File: config.mk
export PLATFORM = sky130hd
export DESIGN_NAME = spi_host_top
export DESIGN_NICKNAME = d
export VERILOG_FILES = /design/src/core/spi_host_pkg.sv /design/src/core/pin_sync.sv /design/src/core/sck_divider.sv /design/src/core/spi_host_top.sv
export SDC_FILE = /design/constraint.sdc
export NUM_CORES = 1
export LEC_CHECK = 0
export CORE_MARGIN = 2
export CORE_UTILIZATION = 64
export DETAILED_ROUTE_END_ITERATION = 10
export DONT_BUFFER_PORTS = 1
export HOLD_SLACK_MARGIN = 0.15
export PLACE_DENSITY = 0.77
export SKIP_LAST_GASP = 1
export SLEW_MARGIN = 20
export SYNTH_ARGS = -nofsm -noshare
export SYNTH_HDL_FRONTEND = slang
export SYNTH_SLANG_ARGS = --single-unit
File: constraint.sdc
create_clock -name clk -period 2.3 [get_ports clk]
set_input_delay 0.345 -clock clk [delete_from_list [all_inputs] [get_ports clk]]
set_output_delay 0.345 -clock clk [all_outputs]
set_load 0.01 [all_outputs]
File: src/core/spi_host_pkg.sv
package spi_host_pkg;
  localparam int AXI_AW = 8;
  localparam int NUM_SS = 4;
  localparam int SS_W = 2;
  localparam int BYTE_W = 8;
  localparam int DIV_W = 8;
  localparam logic [3:0] LAST_EDGE = 4'hf;

  localparam logic [AXI_AW-1:0] OFS_CTRL = 8'h00;
  localparam logic [AXI_AW-1:0] OFS_STATUS = 8'h04;
  localparam logic [AXI_AW-1:0] OFS_TX = 8'h08;
  localparam logic [AXI_AW-1:0] OFS_RX = 8'h0c;

  localparam int CTRL_EN = 0;
  localparam int CTRL_IDLE_LVL = 1;
  localparam int CTRL_CKE = 2;
  localparam int CTRL_SMP_END = 3;
  localparam int CTRL_SEL_LSB = 4;
  localparam int CTRL_HOLD = 6;
  localparam int CTRL_DIV_LSB = 8;
  localparam logic [15:0] CTRL_RESET = 16'h0100;

  localparam int STAT_BUSY = 0;
  localparam int STAT_FULL = 1;
  localparam int STAT_COLL = 2;
  localparam int STAT_MISO = 3;

  localparam logic [1:0] RESP_OKAY = 2'b00;
  localparam logic [1:0] RESP_SLVERR = 2'b10;

  typedef enum logic [3:0] {
    ST_IDLE = 4'b0001,
    ST_LEAD = 4'b0010,
    ST_SHIFT = 4'b0100,
    ST_TRAIL = 4'b1000
  } xfer_state_e;
endpackage : spi_host_pkg

File: src/core/pin_sync.sv
`timescale 1ns/1ps
module pin_sync (
  input wire logic clk,   // System clock
  input wire logic rst_n, // Async reset, active low
  input wire logic pin,   // Asynchronous pin level
  output logic level      // Synchronised level
);
  typedef struct packed {
    logic meta;
    logic stable;
  } sync_s;

  sync_s cur;
  sync_s next_cur;

  always_comb begin
    next_cur.meta = pin;
    next_cur.stable = cur.meta;
  end

  always_ff @(posedge clk or negedge rst_n) begin
    if (!rst_n) begin
      cur <= '0;
    end else begin
      cur <= next_cur;
    end
  end

  assign level = cur.stable;
endmodule : pin_sync

File: src/core/sck_divider.sv
`timescale 1ns/1ps
module sck_divider (
  input wire logic clk,                         // System clock
  input wire logic rst_n,                       // Async reset, active low
  input wire logic run,                         // Count while high
  input wire logic [spi_host_pkg::DIV_W-1:0] div, // Half period minus one
  output logic tick                             // One-cycle half-period pulse
);
  import spi_host_pkg::*;

  typedef struct packed {
    logic [DIV_W-1:0] cnt;
    logic tick;
  } div_s;

  div_s cur;
  div_s next_cur;

  always_comb begin
    next_cur = cur;
    if (!run) begin
      next_cur.cnt = '0;
      next_cur.tick = 1'b0;
    end else if (cur.cnt == div) begin
      next_cur.cnt = '0;
      next_cur.tick = 1'b1;
    end else begin
      next_cur.cnt = cur.cnt + 8'h01;
      next_cur.tick = 1'b0;
    end
  end

  always_ff @(posedge clk or negedge rst_n) begin
    if (!rst_n) begin
      cur <= '0;
    end else begin
      cur <= next_cur;
    end
  end

  assign tick = cur.tick;
endmodule : sck_divider

File: src/core/spi_host_top.sv
// Behaviour
// Device uses one 8-bit shift register
// Bytes travel MSb first, enter at LSb
// Launch on one edge, capture opposite
// Master alone generates the serial clock
// Eight clock periods swap both bytes
// Unselected slave ignores clock, drives nothing
// At most one slave select asserted
// Idle master stops clock, deselects slave; with HOLD (bit 6) set the select stays low
// Both ends share idle clock level
// Full byte copied to buffer, flag raised
// Buffer write loads shift register directly
// Options live in two control fields
// Mode, polarity, edge, sample, rate, select
// Enable hands pins over; disable to reconfigure
// Data in input, data out output
// Buffer-full flag; next byte may start
// Write during shifting dropped, collision set
// Writes resume after collision flag cleared
// Reading data buffer clears buffer-full
// Read received byte before next write
// Status low six read-only, top two writable; here a write of one to COLL (bit 2) clears the collision flag
// Address register reloads baud generator
// Master exchange starts on buffer write
// Clock rate from divided system clock
// Select high floats slave data out
// Module reset clears bit counter
// Slave synchronises clock and select first
`timescale 1ns/1ps
module spi_host_top (
  input wire logic clk,                                // System clock, 50 MHz
  input wire logic rst_n,                              // Async reset, active low
  input wire logic [spi_host_pkg::AXI_AW-1:0] awaddr,  // Write address
  input wire logic awvalid,                            // Write address valid
  output logic awready,                                // Write address ready
  input wire logic [31:0] wdata,                       // Write data
  input wire logic [3:0] wstrb,                        // Write byte strobes
  input wire logic wvalid,                             // Write data valid
  output logic wready,                                 // Write data ready
  output logic [1:0] bresp,                            // Write response
  output logic bvalid,                                 // Write response valid
  input wire logic bready,                             // Write response ready
  input wire logic [spi_host_pkg::AXI_AW-1:0] araddr,  // Read address
  input wire logic arvalid,                            // Read address valid
  output logic arready,                                // Read address ready
  output logic [31:0] rdata,                           // Read data
  output logic [1:0] rresp,                            // Read response
  output logic rvalid,                                 // Read data valid
  input wire logic rready,                             // Read data ready
  output logic spi_sck,                                // Serial clock to device
  output logic spi_mosi,                               // Data to device data-in
  input wire logic spi_miso,                           // Data from device data-out
  output logic [spi_host_pkg::NUM_SS-1:0] spi_ss_n     // Slave selects, active low
);
  import spi_host_pkg::*;

  typedef struct packed {
    logic [15:0] ctrl;
    xfer_state_e st;
    logic [BYTE_W-1:0] tx;
    logic [BYTE_W-1:0] rx;
    logic [BYTE_W-1:0] rx_data;
    logic [3:0] edge_cnt;
    logic full;
    logic coll;
    logic pend;
    logic sck;
    logic mosi;
    logic [NUM_SS-1:0] ss_n;
    logic awready;
    logic wready;
    logic aw_got;
    logic w_got;
    logic [AXI_AW-1:0] awaddr;
    logic [31:0] wdata;
    logic [3:0] wstrb;
    logic bvalid;
    logic [1:0] bresp;
    logic arready;
    logic rvalid;
    logic [31:0] rdata;
    logic [1:0] rresp;
  } host_s;

  host_s cur;
  host_s next_cur;
  logic miso_s;
  logic tick;
  logic run;

  pin_sync u_miso_sync (
    .clk(clk),
    .rst_n(rst_n),
    .pin(spi_miso),
    .level(miso_s)
  );

  assign run = (cur.st != ST_IDLE);

  sck_divider u_div (
    .clk(clk),
    .rst_n(rst_n),
    .run(run),
    .div(cur.ctrl[CTRL_DIV_LSB +: DIV_W]),
    .tick(tick)
  );

  logic en;
  logic idle_lvl;
  logic cke;
  logic smp_end;
  logic hold;
  logic [SS_W-1:0] sel;
  assign en = cur.ctrl[CTRL_EN];
  assign idle_lvl = cur.ctrl[CTRL_IDLE_LVL];
  assign cke = cur.ctrl[CTRL_CKE];
  assign smp_end = cur.ctrl[CTRL_SMP_END];
  assign hold = cur.ctrl[CTRL_HOLD];
  assign sel = cur.ctrl[CTRL_SEL_LSB +: SS_W];

  always_comb begin
    logic do_wr;
    logic wr_ok;
    logic ar_hs;
    logic capture;
    logic [BYTE_W-1:0] rx_fin;
    logic [31:0] rd;
    logic [1:0] rr;
    do_wr = 1'b0;
    wr_ok = 1'b0;
    ar_hs = 1'b0;
    capture = 1'b0;
    rx_fin = '0;
    rd = '0;
    rr = RESP_OKAY;
    next_cur = cur;

    // Write channels accepted independently, in either order
    if (awvalid && cur.awready) begin
      next_cur.awready = 1'b0;
      next_cur.aw_got = 1'b1;
      next_cur.awaddr = awaddr;
    end
    if (wvalid && cur.wready) begin
      next_cur.wready = 1'b0;
      next_cur.w_got = 1'b1;
      next_cur.wdata = wdata;
      next_cur.wstrb = wstrb;
    end
    do_wr = cur.aw_got && cur.w_got && !cur.bvalid;
    if (bvalid && bready) begin
      next_cur.bvalid = 1'b0;
      next_cur.aw_got = 1'b0;
      next_cur.w_got = 1'b0;
      next_cur.awready = 1'b1;
      next_cur.wready = 1'b1;
    end

    // Clock idles at the programmed level; follows reconfiguration
    if (cur.st == ST_IDLE) begin
      next_cur.sck = idle_lvl;
      next_cur.edge_cnt = '0;
      next_cur.pend = 1'b0;
      if (!hold) begin
        next_cur.ss_n = '1;
      end
    end

    // Byte engine
    case (cur.st)
      ST_IDLE: begin
      end
      ST_LEAD: begin
        if (tick) begin
          next_cur.st = ST_SHIFT;
        end
      end
      ST_SHIFT: begin
        if (tick) begin
          next_cur.sck = ~cur.sck;
          capture = (cur.edge_cnt[0] != cke);
          if (capture) begin
            if (smp_end) begin
              next_cur.pend = 1'b1;
            end else begin
              next_cur.rx = {cur.rx[BYTE_W-2:0], miso_s};
            end
          end else begin
            if (cur.pend) begin
              next_cur.rx = {cur.rx[BYTE_W-2:0], miso_s};
              next_cur.pend = 1'b0;
            end
            next_cur.mosi = cke ? cur.tx[BYTE_W-2] : cur.tx[BYTE_W-1];
            next_cur.tx = {cur.tx[BYTE_W-2:0], 1'b0};
          end
          next_cur.edge_cnt = cur.edge_cnt + 4'h1;
          if (cur.edge_cnt == LAST_EDGE) begin
            next_cur.st = ST_TRAIL;
          end
        end
      end
      ST_TRAIL: begin
        if (tick) begin
          rx_fin = cur.pend ? {cur.rx[BYTE_W-2:0], miso_s} : cur.rx;
          next_cur.rx = rx_fin;
          next_cur.pend = 1'b0;
          next_cur.rx_data = rx_fin;
          next_cur.full = 1'b1;
          next_cur.st = ST_IDLE;
          next_cur.sck = idle_lvl;
          if (!hold) begin
            next_cur.ss_n = '1;
          end
        end
      end
      default: begin
        next_cur.st = ST_IDLE;
      end
    endcase

    // Register writes; these follow the byte engine and outrank it
    if (do_wr) begin
      next_cur.bvalid = 1'b1;
      wr_ok = 1'b1;
      case (cur.awaddr)
        OFS_CTRL: begin
          if (cur.wstrb[0]) begin
            next_cur.ctrl[7:0] = cur.wdata[7:0];
          end
          if (cur.wstrb[1]) begin
            next_cur.ctrl[15:8] = cur.wdata[15:8];
          end
        end
        OFS_STATUS: begin
          if (cur.wstrb[0] && cur.wdata[STAT_COLL]) begin
            next_cur.coll = 1'b0;
          end
        end
        OFS_TX: begin
          if (cur.wstrb[0] && en) begin
            if (cur.st != ST_IDLE) begin
              next_cur.coll = 1'b1;
            end else if (!cur.coll) begin
              next_cur.tx = cur.wdata[BYTE_W-1:0];
              next_cur.rx = '0;
              next_cur.edge_cnt = '0;
              next_cur.st = ST_LEAD;
              next_cur.ss_n = ~(4'h1 << sel);
              if (cke) begin
                next_cur.mosi = cur.wdata[BYTE_W-1];
              end
            end
          end
        end
        OFS_RX: begin
        end
        default: begin
          wr_ok = 1'b0;
        end
      endcase
      next_cur.bresp = wr_ok ? RESP_OKAY : RESP_SLVERR;
    end

    // Reads; buffer read clears full unless a byte lands this cycle
    ar_hs = arvalid && cur.arready;
    if (ar_hs) begin
      case (araddr)
        OFS_CTRL: begin
          rd = {16'h0000, cur.ctrl};
        end
        OFS_STATUS: begin
          rd[STAT_BUSY] = (cur.st != ST_IDLE);
          rd[STAT_FULL] = cur.full;
          rd[STAT_COLL] = cur.coll;
          rd[STAT_MISO] = miso_s;
        end
        OFS_TX: begin
        end
        OFS_RX: begin
          rd = {24'h000000, cur.rx_data};
          if (!(cur.st == ST_TRAIL && tick)) begin
            next_cur.full = 1'b0;
          end
        end
        default: begin
          rr = RESP_SLVERR;
        end
      endcase
      next_cur.arready = 1'b0;
      next_cur.rvalid = 1'b1;
      next_cur.rdata = rd;
      next_cur.rresp = rr;
    end
    if (cur.rvalid && rready) begin
      next_cur.rvalid = 1'b0;
      next_cur.arready = 1'b1;
    end

    // Disable aborts and releases the link
    if (!next_cur.ctrl[CTRL_EN]) begin
      next_cur.st = ST_IDLE;
      next_cur.ss_n = '1;
      next_cur.sck = next_cur.ctrl[CTRL_IDLE_LVL];
      next_cur.edge_cnt = '0;
      next_cur.pend = 1'b0;
    end
  end

  always_ff @(posedge clk or negedge rst_n) begin
    if (!rst_n) begin
      cur <= '0;
      cur.ctrl <= CTRL_RESET;
      cur.st <= ST_IDLE;
      cur.ss_n <= '1;
      cur.awready <= 1'b1;
      cur.wready <= 1'b1;
      cur.arready <= 1'b1;
    end else begin
      cur <= next_cur;
    end
  end

  // All outputs are plain flops; data out and clock always driven
  assign awready = cur.awready;
  assign wready = cur.wready;
  assign bresp = cur.bresp;
  assign bvalid = cur.bvalid;
  assign arready = cur.arready;
  assign rdata = cur.rdata;
  assign rresp = cur.rresp;
  assign rvalid = cur.rvalid;
  assign spi_sck = cur.sck;
  assign spi_mosi = cur.mosi;
  assign spi_ss_n = cur.ss_n;
endmodule : spi_host_top

* Word level (Yosys, flattened, before mapping)
Index checks and enable logic that the tools add are counted.
Word-level totals: register bits after elaboration 137, input bits 60, output and inout bits 47, word-level logic and storage cells 155
Operators by class: add/subtract/negate cells 2, equal/unequal tests 17, shift operators 1, mux-type cells 78, bitwise gates (word level) 2, reduce and logical (&&, ||, !) cells 24
Operators by type and width (number):
- 2-to-1 mux 20 bit | 5
- 2-to-1 mux 4 bit | 20
- 2-to-1 mux 8 bit | 5
- 2-to-1 mux 36 bit | 1
- equality test 8 x 4 -> 1 bit (second input constant) | 4
- 2-to-1 mux 5 bit | 5
- case mux 12 bit (2 select lines) | 1
- 2-to-1 mux 1 bit | 22
- 2-to-1 mux 22 bit | 1
- 2-to-1 mux 9 bit | 2
- equality test 8 x 3 -> 1 bit (second input constant) | 2
- logical NOT 8 bit | 2
- 2-to-1 mux 16 bit | 1
- 2-to-1 mux 2 bit | 8
- case mux 4 bit (4 select lines) | 1
- case mux 8 bit (2 select lines) | 1
- case mux 4 bit (3 select lines) | 1
- logical AND 1 bit | 10
- nonzero test 2 bit | 5
- adder 8 x 1 -> 8 bit (second input constant) | 1
- equality test 4 bit (second input constant) | 2
- equality test 8 bit | 1
- OR reduction 4 bit | 2
- 2-to-1 mux 3 bit | 2
- 17 further kinds | 19

* Longest topological paths before layout
depth in word-level cells 13, gate-level depth with buffers 7

* Modules after synthesis
A second synthesis with hierarchy kept.
Unflattened totals: cells, all modules 513, area total of the unflattened synthesis 5694.2 sq um
By module, submodules not included:
- spi_host_top | instances 1, cells each 464, area an instance 5118.7 sq um, sequential area each 2713.9 sq um
- sck_divider | instances 1, cells each 47, area an instance 525.5 sq um, sequential area each 225.2 sq um
- pin_sync | instances 1, cells each 2, area an instance 50.0 sq um, sequential area each 50.0 sq um

* Worst setup path after synthesis
Ideal clock, no wire load.
path kind reg2reg, from reg cur (netlist bit bvalid), to reg cur[137] (netlist name), setup time 0.125 ns, arrival 1.885 ns, required time 2.175 ns, setup slack 0.290 ns, stages on the path, launching flop included 6, clock period less this slack 2.010 ns, path through dfrtp_1 > and3b_1 > nand3_4 > or4b_1 > buf_6 > mux2_4
On the way: cells in the longest elaborated chain, start to end 3
RTL lines:
- from (decl) | line spi_host_top.sv:85 | host_s cur;
- from (signal assigned) | line spi_host_top.sv:319 | cur <= next_cur;
- logical NOT 1 bit | line spi_host_top.sv:150 | do_wr = cur.aw_got && cur.w_got && !cur.bvalid;
- logical AND 1 bit | line spi_host_top.sv:150
- AND reduction 3 bit (no line)
No other way between the ends. A chain may end at the register's enable or synchronous reset.

* Worst setup path after layout
from reg cur[76] (netlist name), to reg cur[137] (netlist name)
On the way: cells in the longest elaborated chain, start to end 2
RTL lines:
- logical NOT 8 bit | line spi_host_top.sv:225 | case (cur.awaddr)
- AND reduction 3 bit (no line)
No other way between the ends.

==> impl_results.md <==
- Run status: finished, violations left
- Failing checks: hold timing
- Number of failing hold endpoints at the final stage: ~120
- GRT met1 Usage: about a third
- # H-tree levels: 4
- Ys async rst share: 100%
- Highest clock rate: approximately 450 MHz
- Startpoint of the lowest-slack register-to-register path: cur[76]$_DFFE_PN0P_
- Remaining Overflow, GRT: 0
- Launching instance or port of the critical path: cur[76]$_DFFE_PN0P_
- Commonest cells after routing, fill and taps aside: dfrtp_1, nand2_1, mux2_2, dlygate4sd3_1, o21ai_0
- DRC viols: 0
- Post-cts sizing count: 0
- Most used DFF post-synth: dfrtp_1
- Max-slew headroom: between 40% and 50%
- Initial antenna violation count: 0
- Areal power density over the cells: 901 nW/um^2
- Critical path endpoint: cur[137]$_DFFE_PN0P_
- Leakage power: 3.02 nW
- Depth of the worst register-to-register path: 4
- Fraction of the mapped netlist area in compound gates: between 10% and 20%
- Vias per inst: about 6.1
- Vertical die dimension: about 100 um
- Largest family of logic cells by synthesized area: simple AND/OR/NAND/NOR gates
- Number of I/O port buffers: 0
- CTS Buf Count: 17
- Period utilisation layout: just under 100%
- Worst min-delay path class: in2async
- Die Span X: around 100 um
- Total negative setup slack: 0 ns
- CTS tree: built
- Largest buffer count on any clock path: 2
- Routed wire length per instance: 18.9 um
- Critical path fanouts, max: 8
- Placer Congestion: 0.837
- CTS Root Cell: clkbuf_8
- Clock transition at the register clock pins on the worst setup and hold paths after CTS: around 0.060 ns
- Worst clock skew: approximately 0.013 ns
- Worst vdd ir: 658 uV
- CTS Hold Buffers Added: 40
- Simple-gate share of the synthesized area: between 10% and 20%
- Fraction of the yosys area taken by sequential cells: approximately half
- GRT Util Overall: about 28%
- Cell area after synthesis: between 5000 and 6000 sq um
- Count of vias placed by the detailed router: 4149
- TritonRoute pass-1 iters: 5
- Reported max-cap violation count: 0
- Crit path DAT: between 2 and 3 ns
- Final hold slack: -0.483 ns
- Minimum clock period after layout: 2.22 ns
- Slew at the pin with the worst max-slew slack: between 0.7 and 0.8 ns
- Adder and majority cell fraction of the synthesized area: less than 1%
- XOR/XNOR share of the synthesized area: between 2 and 3%
- Busiest grt layer: met2
- Number of post-CTS setup repair buffers: 0
- Share of layout cells above drive strength 1: between 20% and 30%
- Number of distinct library cells after synthesis: 67
- Unrepaired setup endpoints after global routing: no
- Critical Path Sink Type: flip-flop
- End of the worst register-to-register path: cur[137]$_DFFE_PN0P_
- Ant. Diodes: 0
- Standard cell core area: 9060 sq um
- Vias in the first global route: 4295
- Met2 track utilization from global routing: around 46%
- Synth-to-layout area growth: 15.6%
- Post-Synthesis Mean Instance Area: 11.1 sq um
- Aggregate routed wire length: approximately 13000 um
- Critical path startpoint category: flip-flop
- Count of antenna-violating nets left after detailed routing: 0
- Starting utilization of the core area: between 60% and 70%
- Met3 Usage GRT: around 6.4%
- Worst setup path class: reg2reg
- Worst reg2reg setup slack: 0.08 ns
- Largest net degree at the start of global routing: 120
- Most frequent standard cell in the layout excluding fill and tap cells: dfrtp_1
- Clock net sink count: between 100 and 150
- #FFs+latches synth: approximately 120
- Skew-Pair Late Insertion Delay: around 0.52 ns
- Cell row count: 35
- Required arrival time at the worst endpoint: roughly 2.7 ns
- Final Max Tran Viols: 0
- Starting DRC count in detailed routing: 216
- Boundary Pins: ~110
- PnR Total Power: 6.14 mW
- Portion of netlist area occupied by mux cells: approximately an eighth
- Yosys Warn Count: 0
- Final setup fails: 0
- Die Footprint: between 9000 and 10000 sq um
- Count of flip-flops with a built-in enable after synthesis: 0
- Cell count after synthesis: ~530
- Detailed-placement wirelength estimate: about 8200 um
- Layout Nets: 621
- Global-route wire length before repair: around 21000 um
## area by class of cell
| class | count | area (sq um) |
|---|---|---|
| Timing Repair Buffer | 60 | 576 |
| Inverter | 11 | 41.3 |
| Multi-Input combinational cell | 350 | 2490 |
| Sequential cell | 119 | 2990 |
| Clock buffer | 19 | 422 |
| Tap cell | 111 | 139 |
| Fill cell | 572 | 2250 |
| Clock inverter | 12 | 156 |
## metrics by stage
step,utilization (%),hold WS [ns],setup slack (ns),area (sq um),std cells
4_1_cts,75.2,-0.497,0.0793,6810,682
6_report,75.2,-0.483,0.0829,6810,682
2_1_floorplan,-,0.0494,0.290,5960,548
3_3_place_gp,64.4,0.0524,0.164,5830,611
3_5_place_dp,64.4,0.0517,0.115,5830,611
5_1_grt,75.2,-0.509,0.00459,6810,682
## synthesized netlist by cell type (4+ instances only)
cell / n / area, sq um
xor2_1: 15 / 131
nor4_1: 5 / 31.3
mux2_2: 40 / 450
nand2_1: 43 / 161
a22oi_1: 4 / 30.0
dfrtp_1: 110 / 2750
dfstp_2: 9 / 236
mux2_4: 8 / 120
o21ai_0: 35 / 175
nand2b_1: 7 / 43.8
nor3_1: 9 / 45.0
buf_4: 42 / 315
and3_1: 5 / 31.3
nand3b_1: 4 / 30.0
a31oi_1: 11 / 68.8
nand4_1: 4 / 25.0
clkbuf_1: 15 / 56.3
nor2_1: 25 / 93.8
inv_1: 10 / 37.5
mux2i_1: 15 / 150
a211oi_1: 7 / 52.6
nand3_1: 17 / 85.1
buf_2: 6 / 30.0
o21ai_2: 7 / 61.3
nor3b_1: 5 / 37.5
a22o_1: 9 / 78.8
a21oi_1: 9 / 45.0
## power by group
group	switching, mW	leakage [nW]	internal, mW
clock network	0.933	0.270	1.64
logic	0.321	1.20	0.441
registers	0.352	1.55	2.45
## critical path: stages (launching register included)
cell	delay (ns)
dfrtp_1	0.41
nor4_4	0.44
nand3_4	0.10
or4b_1	0.76
mux2_4	0.38
## worst min-delay path by stage
stage	start	endpoint	slack [ns]
finish	rst_n	cur[139]$_DFFE_PN0P_	-0.48
global route	rst_n	rdata[13]$_DFFE_PN0P_	-0.51
CTS	rst_n	rdata[13]$_DFFE_PN0P_	-0.50
detailed placement	rst_n	rdata[13]$_DFFE_PN0P_	0.05
global placement	rst_n	rdata[13]$_DFFE_PN0P_	0.05
floorplan	rst_n	bresp[1]$_DFFE_PN0P_	0.05
## state kept, by name (all words and copies together) (netlist names)
name / flops
u_div.tick: 1
wready: 1
u_div.cur: 8
spi_ss_n: 4
cur: 78
awready: 1
rresp: 1
rdata: 16
spi_mosi: 1
cke: 1
u_miso_sync.cur: 1
rvalid: 1
u_miso_sync.level: 1
arready: 1
spi_sck: 1
bvalid: 1
bresp: 1
## kinds of logic (layout without fill, tap and decap cells)
group / Yosys count / in the layout
fa+ha+maj: 2 / 2
simple gates: 148 / 148
compound gates: 100 / 100
other cells: 1 / 18
xor+xnor: 18 / 18
buf+inv: 79 / 102
mux: 64 / 64
flops: 119 / 119
## metal layers
metal	vias up	routed length [um]
li1	1903	-
met2	140	6610
met3	20	682
met4	0	214
met5	-	0
met1	2086	5380
Power figures use the tool's default switching activity.
